$ cat config.mk
export PLATFORM = sky130hd
export DESIGN_NAME = rbl_loader
export DESIGN_NICKNAME = d
export VERILOG_FILES = /design/src/include/rbl_pkg.sv /design/src/core/rbl_byte.sv /design/src/core/rbl_loader.sv
export SDC_FILE = /design/constraint.sdc
export NUM_CORES = 1
export LEC_CHECK = 0
export ABC_AREA = 1
export BUFFER_PORTS_ARGS = -buffer_cell sky130_fd_sc_hd__buf_2
export CORE_UTILIZATION = 58
export CTS_CLUSTER_DIAMETER = 120
export DETAILED_ROUTE_END_ITERATION = 6
export PLACE_DENSITY = 0.9
export SLEW_MARGIN = 40
export SYNTH_ARGS = -nofsm -noshare
export SYNTH_HDL_FRONTEND = slang
export SYNTH_HIERARCHICAL = 1
export SYNTH_SLANG_ARGS = --single-unit
export TNS_END_PERCENT = 100
$ cat constraint.sdc
create_clock -name i_mclk -period 6 [get_ports i_mclk]
set_clock_uncertainty 0.2 [all_clocks]
set_input_delay 0.6 -clock i_mclk [delete_from_list [all_inputs] [get_ports i_mclk]]
set_output_delay 0.6 -clock i_mclk [all_outputs]
set_load 0.02 [all_outputs]
$ cat src/include/rbl_pkg.sv
package rbl_pkg;
    // ram windows
    localparam logic [15:0] CODE_LO = 16'h0000;
    localparam logic [15:0] CODE_HI = 16'h3FFF;
    localparam logic [15:0] SCR_LO = 16'hE000;
    localparam logic [15:0] SCR_HI = 16'hE1FF;
    // eeprom device address: 1010 + straps 001 (large parts)
    localparam logic [6:0] EE_ADDR = 7'h51;
    // header: marker + 6 id bytes + config byte
    localparam logic [3:0] HDR_LEN = 4'h8;
    // bit period: 100 kHz on 40 MHz clock, quarter phases
    localparam int CLK_HZ = 40000000;
    localparam int BUS_HZ = 100000;
    localparam logic [7:0] QTR = 8'(CLK_HZ / BUS_HZ / 4);
    // byte engine commands
    typedef enum logic [2:0] {
        CMD_IDLE, CMD_START, CMD_WRITE, CMD_READ, CMD_STOP
    } rbl_cmd_e;
    // byte engine request
    typedef struct packed {
        rbl_cmd_e cmd;
        logic [7:0] data;
        logic nack;
    } rbl_req_s;
    // byte engine result
    typedef struct packed {
        logic done;
        logic [7:0] data;
        logic ack_in;
    } rbl_rsp_s;
    // ram write/read port
    typedef struct packed {
        logic we;
        logic re;
        logic [15:0] addr;
        logic [7:0] wdata;
    } rbl_ram_s;
endpackage

$ cat src/core/rbl_byte.sv
`timescale 1ns/10ps
module rbl_byte (
    // clock and reset
    input wire logic i_mclk,
    input wire logic i_rst,
    // request and result
    input wire rbl_pkg::rbl_req_s i_req,
    output rbl_pkg::rbl_rsp_s o_rsp,
    // open-drain pins, enable high pulls low
    input wire logic i_scl,
    input wire logic i_sda,
    output logic o_scl_oe,
    output logic o_sda_oe
);
    typedef enum logic [1:0] {ST_IDLE, ST_RUN} rbl_bst_e;
    typedef struct packed {
        rbl_bst_e st;
        rbl_pkg::rbl_cmd_e cmd;
        logic [7:0] div;
        logic [1:0] ph;
        logic [3:0] bit_n;
        logic [8:0] sh;
        logic scl_oe;
        logic sda_oe;
        logic [1:0] sda_s;
        logic [1:0] scl_s;
        rbl_pkg::rbl_rsp_s rsp;
    } rbl_bstate_s;
    rbl_bstate_s s;
    rbl_bstate_s next_s;
    logic tick;

    // master only: pins are driven low or released, never followed as slave
    always_comb begin
        next_s = s;
        next_s.sda_s = {s.sda_s[0], i_sda};
        next_s.scl_s = {s.scl_s[0], i_scl};
        next_s.rsp.done = 1'b0;
        tick = (s.div == 8'h00);
        if (s.st == ST_RUN) begin
            next_s.div = tick ? rbl_pkg::QTR : s.div - 8'h01;
        end
        case (s.st)
            ST_IDLE: begin
                if (i_req.cmd != rbl_pkg::CMD_IDLE) begin
                    next_s.st = ST_RUN;
                    next_s.cmd = i_req.cmd;
                    next_s.ph = 2'd0;
                    next_s.bit_n = 4'd0;
                    next_s.div = rbl_pkg::QTR;
                    next_s.sh = (i_req.cmd == rbl_pkg::CMD_READ) ?
                        {8'hFF, i_req.nack} : {i_req.data, 1'b1};
                end
            end
            ST_RUN: begin
                if (tick) begin
                    next_s.ph = s.ph + 2'd1;
                    case (s.cmd)
                        rbl_pkg::CMD_START: begin
                            case (s.ph)
                                2'd0: begin next_s.sda_oe = 1'b0; next_s.scl_oe = 1'b0; end
                                2'd1: next_s.sda_oe = 1'b1;
                                2'd2: next_s.scl_oe = 1'b1;
                                default: begin next_s.st = ST_IDLE; next_s.rsp.done = 1'b1; end
                            endcase
                        end
                        rbl_pkg::CMD_STOP: begin
                            case (s.ph)
                                2'd0: next_s.sda_oe = 1'b1;
                                2'd1: next_s.scl_oe = 1'b0;
                                2'd2: next_s.sda_oe = 1'b0;
                                default: begin next_s.st = ST_IDLE; next_s.rsp.done = 1'b1; end
                            endcase
                        end
                        default: begin
                            case (s.ph)
                                2'd0: begin
                                    if (s.bit_n == 4'd9) begin
                                        // let data go only once scl is low: no false stop
                                        next_s.sda_oe = 1'b0;
                                        next_s.st = ST_IDLE;
                                        next_s.rsp.done = 1'b1;
                                        next_s.rsp.data = s.sh[8:1];
                                        next_s.rsp.ack_in = ~s.sh[0];
                                    end else begin
                                        next_s.sda_oe = ~s.sh[8];
                                    end
                                end
                                2'd1: next_s.scl_oe = 1'b0;
                                2'd2: begin
                                    // hold while slave stretches clock
                                    if (!s.scl_s[1]) begin
                                        next_s.ph = s.ph;
                                    end else begin
                                        next_s.sh = {s.sh[7:0], s.sda_s[1]};
                                    end
                                end
                                default: begin
                                    next_s.scl_oe = 1'b1;
                                    next_s.bit_n = s.bit_n + 4'd1;
                                end
                            endcase
                        end
                    endcase
                end
            end
            default: next_s.st = ST_IDLE;
        endcase
    end

    // state register
    always_ff @(posedge i_mclk or posedge i_rst) begin
        if (i_rst) begin
            s <= '0;
        end else begin
            s <= next_s;
        end
    end

    assign o_rsp = s.rsp;
    assign o_scl_oe = s.scl_oe;
    assign o_sda_oe = s.sda_oe;
endmodule

$ cat src/core/rbl_loader.sv
`timescale 1ns/10ps
module rbl_loader (
    // clock and reset (power-on reset)
    input wire logic i_mclk,
    input wire logic i_rst,
    // host vendor command port
    input wire logic i_host_we,
    input wire logic i_host_re,
    input wire logic [15:0] i_host_addr,
    input wire logic [7:0] i_host_wdata,
    output logic [7:0] o_host_rdata,
    output logic o_host_ack,
    output logic o_host_err,
    // processor reset control from firmware request
    input wire logic i_cpu_hold_req,
    output logic o_cpu_reset,
    // runtime controller, control and data registers
    input wire logic i_ctl_wr,
    input wire rbl_pkg::rbl_cmd_e i_ctl_cmd,
    input wire logic i_ctl_nack,
    input wire logic i_dat_wr,
    input wire logic [7:0] i_dat_wdata,
    output logic [7:0] o_dat_rdata,
    output logic o_ctl_busy,
    output logic o_ctl_ack,
    // boot status
    output logic o_boot_busy,
    output logic [47:0] o_vendor_product_device_ids,
    output logic [7:0] o_config,
    // ram port to internal memories
    output rbl_pkg::rbl_ram_s o_ram,
    input wire logic [7:0] i_ram_rdata,
    // two-wire pins
    input wire logic i_scl,
    input wire logic i_sda,
    output logic o_scl_oe,
    output logic o_sda_oe
);
    typedef enum logic [3:0] {
        ST_B_START, ST_B_ADW, ST_B_AH, ST_B_AL, ST_B_RS, ST_B_ADR,
        ST_B_RD, ST_B_STOP, ST_RUN_IDLE, ST_RUN_BUSY
    } rbl_st_e;
    typedef struct packed {
        rbl_st_e st;
        logic boot;
        logic [3:0] hdr;
        logic [15:0] len;
        logic [15:0] addr;
        logic [1:0] phase;
        logic [47:0] ids;
        logic [7:0] cfg;
        logic [7:0] dat;
        logic ctl_ack;
        logic host_ack;
        logic host_err;
        logic [7:0] host_rd;
        rbl_pkg::rbl_req_s req;
        rbl_pkg::rbl_ram_s ram;
    } rbl_state_s;
    rbl_state_s s;
    rbl_state_s next_s;
    rbl_pkg::rbl_rsp_s rsp;

    // address within host-editable windows
    function automatic logic in_window(input logic [15:0] a);
        in_window = (a <= rbl_pkg::CODE_HI) ||
            (a >= rbl_pkg::SCR_LO && a <= rbl_pkg::SCR_HI);
    endfunction

    // single byte engine shared by both controllers
    rbl_byte u_byte (
        .i_mclk(i_mclk),
        .i_rst(i_rst),
        .i_req(s.req),
        .o_rsp(rsp),
        .i_scl(i_scl),
        .i_sda(i_sda),
        .o_scl_oe(o_scl_oe),
        .o_sda_oe(o_sda_oe)
    );

    // boot sequence, then runtime command handling
    always_comb begin
        next_s = s;
        next_s.req.cmd = rbl_pkg::CMD_IDLE;
        next_s.ram.we = 1'b0;
        next_s.ram.re = 1'b0;
        next_s.ctl_ack = 1'b0;
        next_s.host_ack = 1'b0;
        next_s.host_err = 1'b0;
        case (s.st)
            ST_B_START, ST_B_ADW, ST_B_AH, ST_B_AL, ST_B_RS, ST_B_ADR, ST_B_STOP: begin
                if (s.phase == 2'd0) begin
                    next_s.phase = 2'd1;
                    case (s.st)
                        ST_B_START, ST_B_RS: next_s.req.cmd = rbl_pkg::CMD_START;
                        ST_B_STOP: next_s.req.cmd = rbl_pkg::CMD_STOP;
                        default: next_s.req.cmd = rbl_pkg::CMD_WRITE;
                    endcase
                    next_s.req.data = (s.st == ST_B_ADW) ? {rbl_pkg::EE_ADDR, 1'b0} :
                        (s.st == ST_B_ADR) ? {rbl_pkg::EE_ADDR, 1'b1} : 8'h00;
                end else if (rsp.done) begin
                    next_s.phase = 2'd0;
                    case (s.st)
                        ST_B_START: next_s.st = ST_B_ADW;
                        ST_B_ADW: next_s.st = rsp.ack_in ? ST_B_AH : ST_B_STOP;
                        ST_B_AH: next_s.st = ST_B_AL;
                        ST_B_AL: next_s.st = ST_B_RS;
                        ST_B_RS: next_s.st = ST_B_ADR;
                        ST_B_ADR: next_s.st = rsp.ack_in ? ST_B_RD : ST_B_STOP;
                        default: begin
                            next_s.st = ST_RUN_IDLE;
                            next_s.boot = 1'b0;
                        end
                    endcase
                end
            end
            ST_B_RD: begin
                // header bytes: ids and config, then length, address, data
                if (s.phase == 2'd0) begin
                    next_s.phase = 2'd1;
                    next_s.req.cmd = rbl_pkg::CMD_READ;
                    next_s.req.nack = (s.hdr == rbl_pkg::HDR_LEN + 4'd3 && s.len == 16'h0001);
                end else if (rsp.done) begin
                    next_s.phase = 2'd0;
                    if (s.hdr < rbl_pkg::HDR_LEN) begin
                        next_s.hdr = s.hdr + 4'd1;
                        if (s.hdr == rbl_pkg::HDR_LEN - 4'd1) begin
                            next_s.cfg = rsp.data;
                        end else if (s.hdr != 4'd0) begin
                            next_s.ids = {s.ids[39:0], rsp.data};
                        end
                    end else if (s.hdr == rbl_pkg::HDR_LEN) begin
                        next_s.hdr = s.hdr + 4'd1;
                        next_s.len[15:8] = rsp.data;
                    end else if (s.hdr == rbl_pkg::HDR_LEN + 4'd1) begin
                        next_s.hdr = s.hdr + 4'd1;
                        next_s.len[7:0] = rsp.data;
                    end else if (s.hdr == rbl_pkg::HDR_LEN + 4'd2) begin
                        next_s.hdr = s.hdr + 4'd1;
                        next_s.addr = {rsp.data, 8'h00};
                    end else begin
                        next_s.len = s.len - 16'h0001;
                        next_s.ram.we = in_window(s.addr);
                        next_s.ram.addr = s.addr;
                        next_s.ram.wdata = rsp.data;
                        next_s.addr = s.addr + 16'h0001;
                        if (s.len == 16'h0001) begin
                            next_s.st = ST_B_STOP;
                        end
                    end
                    // empty image: skip straight to stop
                    if (s.hdr == rbl_pkg::HDR_LEN + 4'd1 &&
                        {s.len[15:8], rsp.data} == 16'h0000) begin
                        next_s.st = ST_B_STOP;
                    end
                end
            end
            ST_RUN_IDLE: begin
                // runtime controller via control and data registers
                if (i_dat_wr) begin
                    next_s.dat = i_dat_wdata;
                end
                if (i_ctl_wr && i_ctl_cmd != rbl_pkg::CMD_IDLE) begin
                    next_s.req.cmd = i_ctl_cmd;
                    next_s.req.data = i_dat_wr ? i_dat_wdata : s.dat;
                    next_s.req.nack = i_ctl_nack;
                    next_s.st = ST_RUN_BUSY;
                end
            end
            ST_RUN_BUSY: begin
                if (rsp.done) begin
                    next_s.dat = rsp.data;
                    next_s.ctl_ack = rsp.ack_in;
                    next_s.st = ST_RUN_IDLE;
                end
            end
            default: next_s.st = ST_RUN_IDLE;
        endcase
        // host access only with processor held and no boot running
        if (i_host_we || i_host_re) begin
            if (o_cpu_reset && !s.boot && in_window(i_host_addr)) begin
                next_s.ram.we = i_host_we;
                next_s.ram.re = i_host_re;
                next_s.ram.addr = i_host_addr;
                next_s.ram.wdata = i_host_wdata;
                next_s.host_ack = 1'b1;
            end else begin
                next_s.host_err = 1'b1;
            end
        end
        if (s.ram.re) begin
            next_s.host_rd = i_ram_rdata;
        end
    end

    // state register; boot armed only by power-on reset
    always_ff @(posedge i_mclk or posedge i_rst) begin
        if (i_rst) begin
            s <= '0;
            s.boot <= 1'b1;
            s.st <= ST_B_START;
        end else begin
            s <= next_s;
        end
    end

    assign o_cpu_reset = s.boot || i_cpu_hold_req;
    assign o_boot_busy = s.boot;
    assign o_ram = s.ram;
    assign o_host_rdata = s.host_rd;
    assign o_host_ack = s.host_ack;
    assign o_host_err = s.host_err;
    assign o_dat_rdata = s.dat;
    assign o_ctl_busy = (s.st != ST_RUN_IDLE);
    assign o_ctl_ack = s.ctl_ack;
    assign o_vendor_product_device_ids = s.ids;
    assign o_config = s.cfg;
endmodule

==> results.cfg <==
[run_status]
outcome = finished, final reports clean

[clocking]
clk_latency_ps = 440
root_buffer = clkbuf_16
h-tree-depth = 4
path_clk_slew_ps = 90
ctsResizeCount = 0
cts_buffer_depth = 2
cts_tree = built
cts_num_sinks = 198
cts_buffers = 17
holdBufCountCts = 0
postCtsSetupBuffers = 0

[timing]
drv_slew = 0
fin_crit_sh_pct = 49.6
hold_violations = 0
period_minus_slack_ps = 2970
tns_ps = 0
rsz0062_at_grt = no
slew-limit-headroom_pct = 54.2
clock.fmax_mhz = 336
setup_violations = 0
tightest_slew_ps = 680

[critical_path]
path_class = register to register
crit_path_start = s[148]
path_max_fanout = 27
reg2reg_slack_ps = 3030
cp_data_arrival_time_ps = 3120
cp-end-kind = register
cp-endpoint = o_ram[8]
cp_cell_sequence = inv_1 -> ha_1 -> nand2_1 -> nand2_1 -> nor2_4 -> nand3_4 -> inv_2 -> nand2_1 -> nand3_1 -> nand2_1
crit_required_ps = 6140
slowest_stage = nor2_4
reg2reg_depth = 10
crit_path_frequent_cell = nand2_1
worst_setup_path_start_kind = register
worstReg2RegEnd = o_ram[8]
r2r_start = s[148]
slowest_delay_ps = 530

[die]
row_count = 50
fp.dieH_um = 140
core_area_sq_um = 18600
dieWidth_um = 140
start_util_pct = 59.1
dieArea_sq_um = 19500
ios = 159

[synthesis]
ys_seq_area_share_pct = 45.0
synth_common_cells = 361 x nand2_1, 197 x dfrtp_1, 132 x inv_1
synth_cell_types = 47
avgSynthCellArea_sq_um = 8.12
yosysTopAreaCell = dfrtp_1
synthArstFlopShare_pct = 100
synth_nets = 1424
yosysWarnings = 6
synth_seq_cells = 198
syn_inst = 1356
synthFlopType = dfrtp_1
yosys.area.top_type_share_pct = 44.8
synth-edff-count = 0
yosysMostFrequentCell = nand2_1
netlist_area_sq_um = 11000
synth_area_leaders = dfrtp_1 45%, nand2_1 12%, buf_4 7.4%

[flow_run]
cap_violations = 0

[detailed_routing]
route.detailed.drc = 0
wirelength_um = 23900
route.antenna.remaining_nets = 0
drtIter0Drc = 812
drt_pass1_iterations = 5
viasPerCell = 5.45
vias = 8944
routedWlPerCell_um = 14.6

[final_layout]
final_nets = 1462
antennaDiodeCount = 0
syn_to_final_growth_pct = 7.16
final_layout_size_suffix_gt1_share_pct = 21.5

[grt]
grt_first_pass_wirelength_um = 39600
antenna_found_initial = 0
grt_max_degree = 120
grt_usage_pct = 25.2
grt_pass1_vias = 8263
grt-ovfl-total = 0

[power]
pwr_density_cell_nw_per_um2 = 241
vdd_drop_max_v = 0.000205
power_leakage_nw = 6.12
power_mw = 2.85

[placed_design]
portBuffers = 158
routabilityCongestion = 0.913
dp_hpwl_um = 16800

[hold_path]
hold_path_class = input pin to async pin
## per-layer routing
layer  GRT usage [%]  routed length, um  vias to the layer above
met2            41.8              11800                      317
met1            32.3              10200                     4210
met4            11.4                753                        0
li1                -                  -                     4349
met5               0                  0                        -
met3            4.37               1170                       68
## how the worst min path moves through the flow
stage	cells past startpoint	end	slack (ps)	from
3_3_place_gp	0	u_byte/s[11]	130	u_byte/next_s[11]
6_report	2	s[31]	20	i_rst
3_5_place_dp	0	u_byte/s[13]	140	u_byte/next_s[13]
4_1_cts	1	u_byte/next_s[13]	50	i_sda
2_1_floorplan	0	u_byte/s[11]	130	u_byte/next_s[11]
5_1_grt	1	u_byte/next_s[13]	50	i_sda
## power by group
part	leakage [nW]	internal, mW	total [mW]	switching, mW
clock	0.315	0.592	1.22	0.624
combinational	3.24	0.0808	0.229	0.148
sequential	2.56	1.38	1.40	0.0249
## critical path: cells and delay by family, from the launching register on
kind / cells / cell delay, ps
fa+ha+maj: 1 / 210
buf+inv: 2 / 390
flops: 1 / 400
simple gates: 7 / 1670
## through the flow
stage               instance area [sq um]  hold WS, ps  utilization (%)  std cells  setup slack (ps)
floorplan                           11000          131                -       1356              1020
global placement                    11100          132             59.6       1608              3170
detailed placement                  11100          138             59.7       1608              3100
CTS                                 11800         53.7             63.2       1640              3060
global route                        11800         47.6             63.3       1641              2750
finish                              11800         16.6             63.3       1641              3030
## cell usage in the layout (no fill, tap or decap), drive strengths merged
cell      n
nand2   375
dfrtp   197
buf     163
inv     152
o21ai   114
nor2    101
nand3    89
nand4    44
a21oi    37
or2      22
clkbuf   17
ha       15
mux2     11
clkinv   11
xor2      9
o211ai    8
nor3      8
nand3b    6
mux2i     5
xnor2     5
o221ai    4
a31oi     3
o31ai     2
o22ai     2
o21bai    2
nor4      1
a21boi    1
nor3b     1
a22oi     1
dfstp     1
## registers in the layout, indices dropped and copies added (netlist names)
name and count:
o_host_err 1, o_config 8, o_ctl_ack 1, u_byte/next_s 2, u_byte/o_rsp 10, o_host_ack 1, o_boot_busy 1, u_byte/s 29
o_vendor_product_device_ids 48, o_dat_rdata 8, u_byte/o_sda_oe 1, u_byte/o_scl_oe 1, o_host_rdata 8, o_ram 26, s 53
## cells by family (layout without fill, tap and decap cells)
family,count (synthesis),after routing,synth area share [%]
DFF,198,198,45.0
AOI/OAI and AO/OA,174,174,9.19
muxes,16,16,1.58
adders and majority gates,15,15,1.70
xor gates and xnor gates,14,14,1.11
and+or+nand+nor,647,647,27.0
buffers and inverters,292,343,14.5
## layout make-up
type / instances / area, sq um
Sequential cell: 198 / 4960
Multi-Input combinational cell: 866 / 4480
Fill cell: 1488 / 6840
Clock buffer: 17 / 425
Inverter: 148 / 576
Clock inverter: 15 / 236
Tap cell: 234 / 293
Timing Repair Buffer: 163 / 840
No activity file was read; power rests on OpenSTA's default activity.
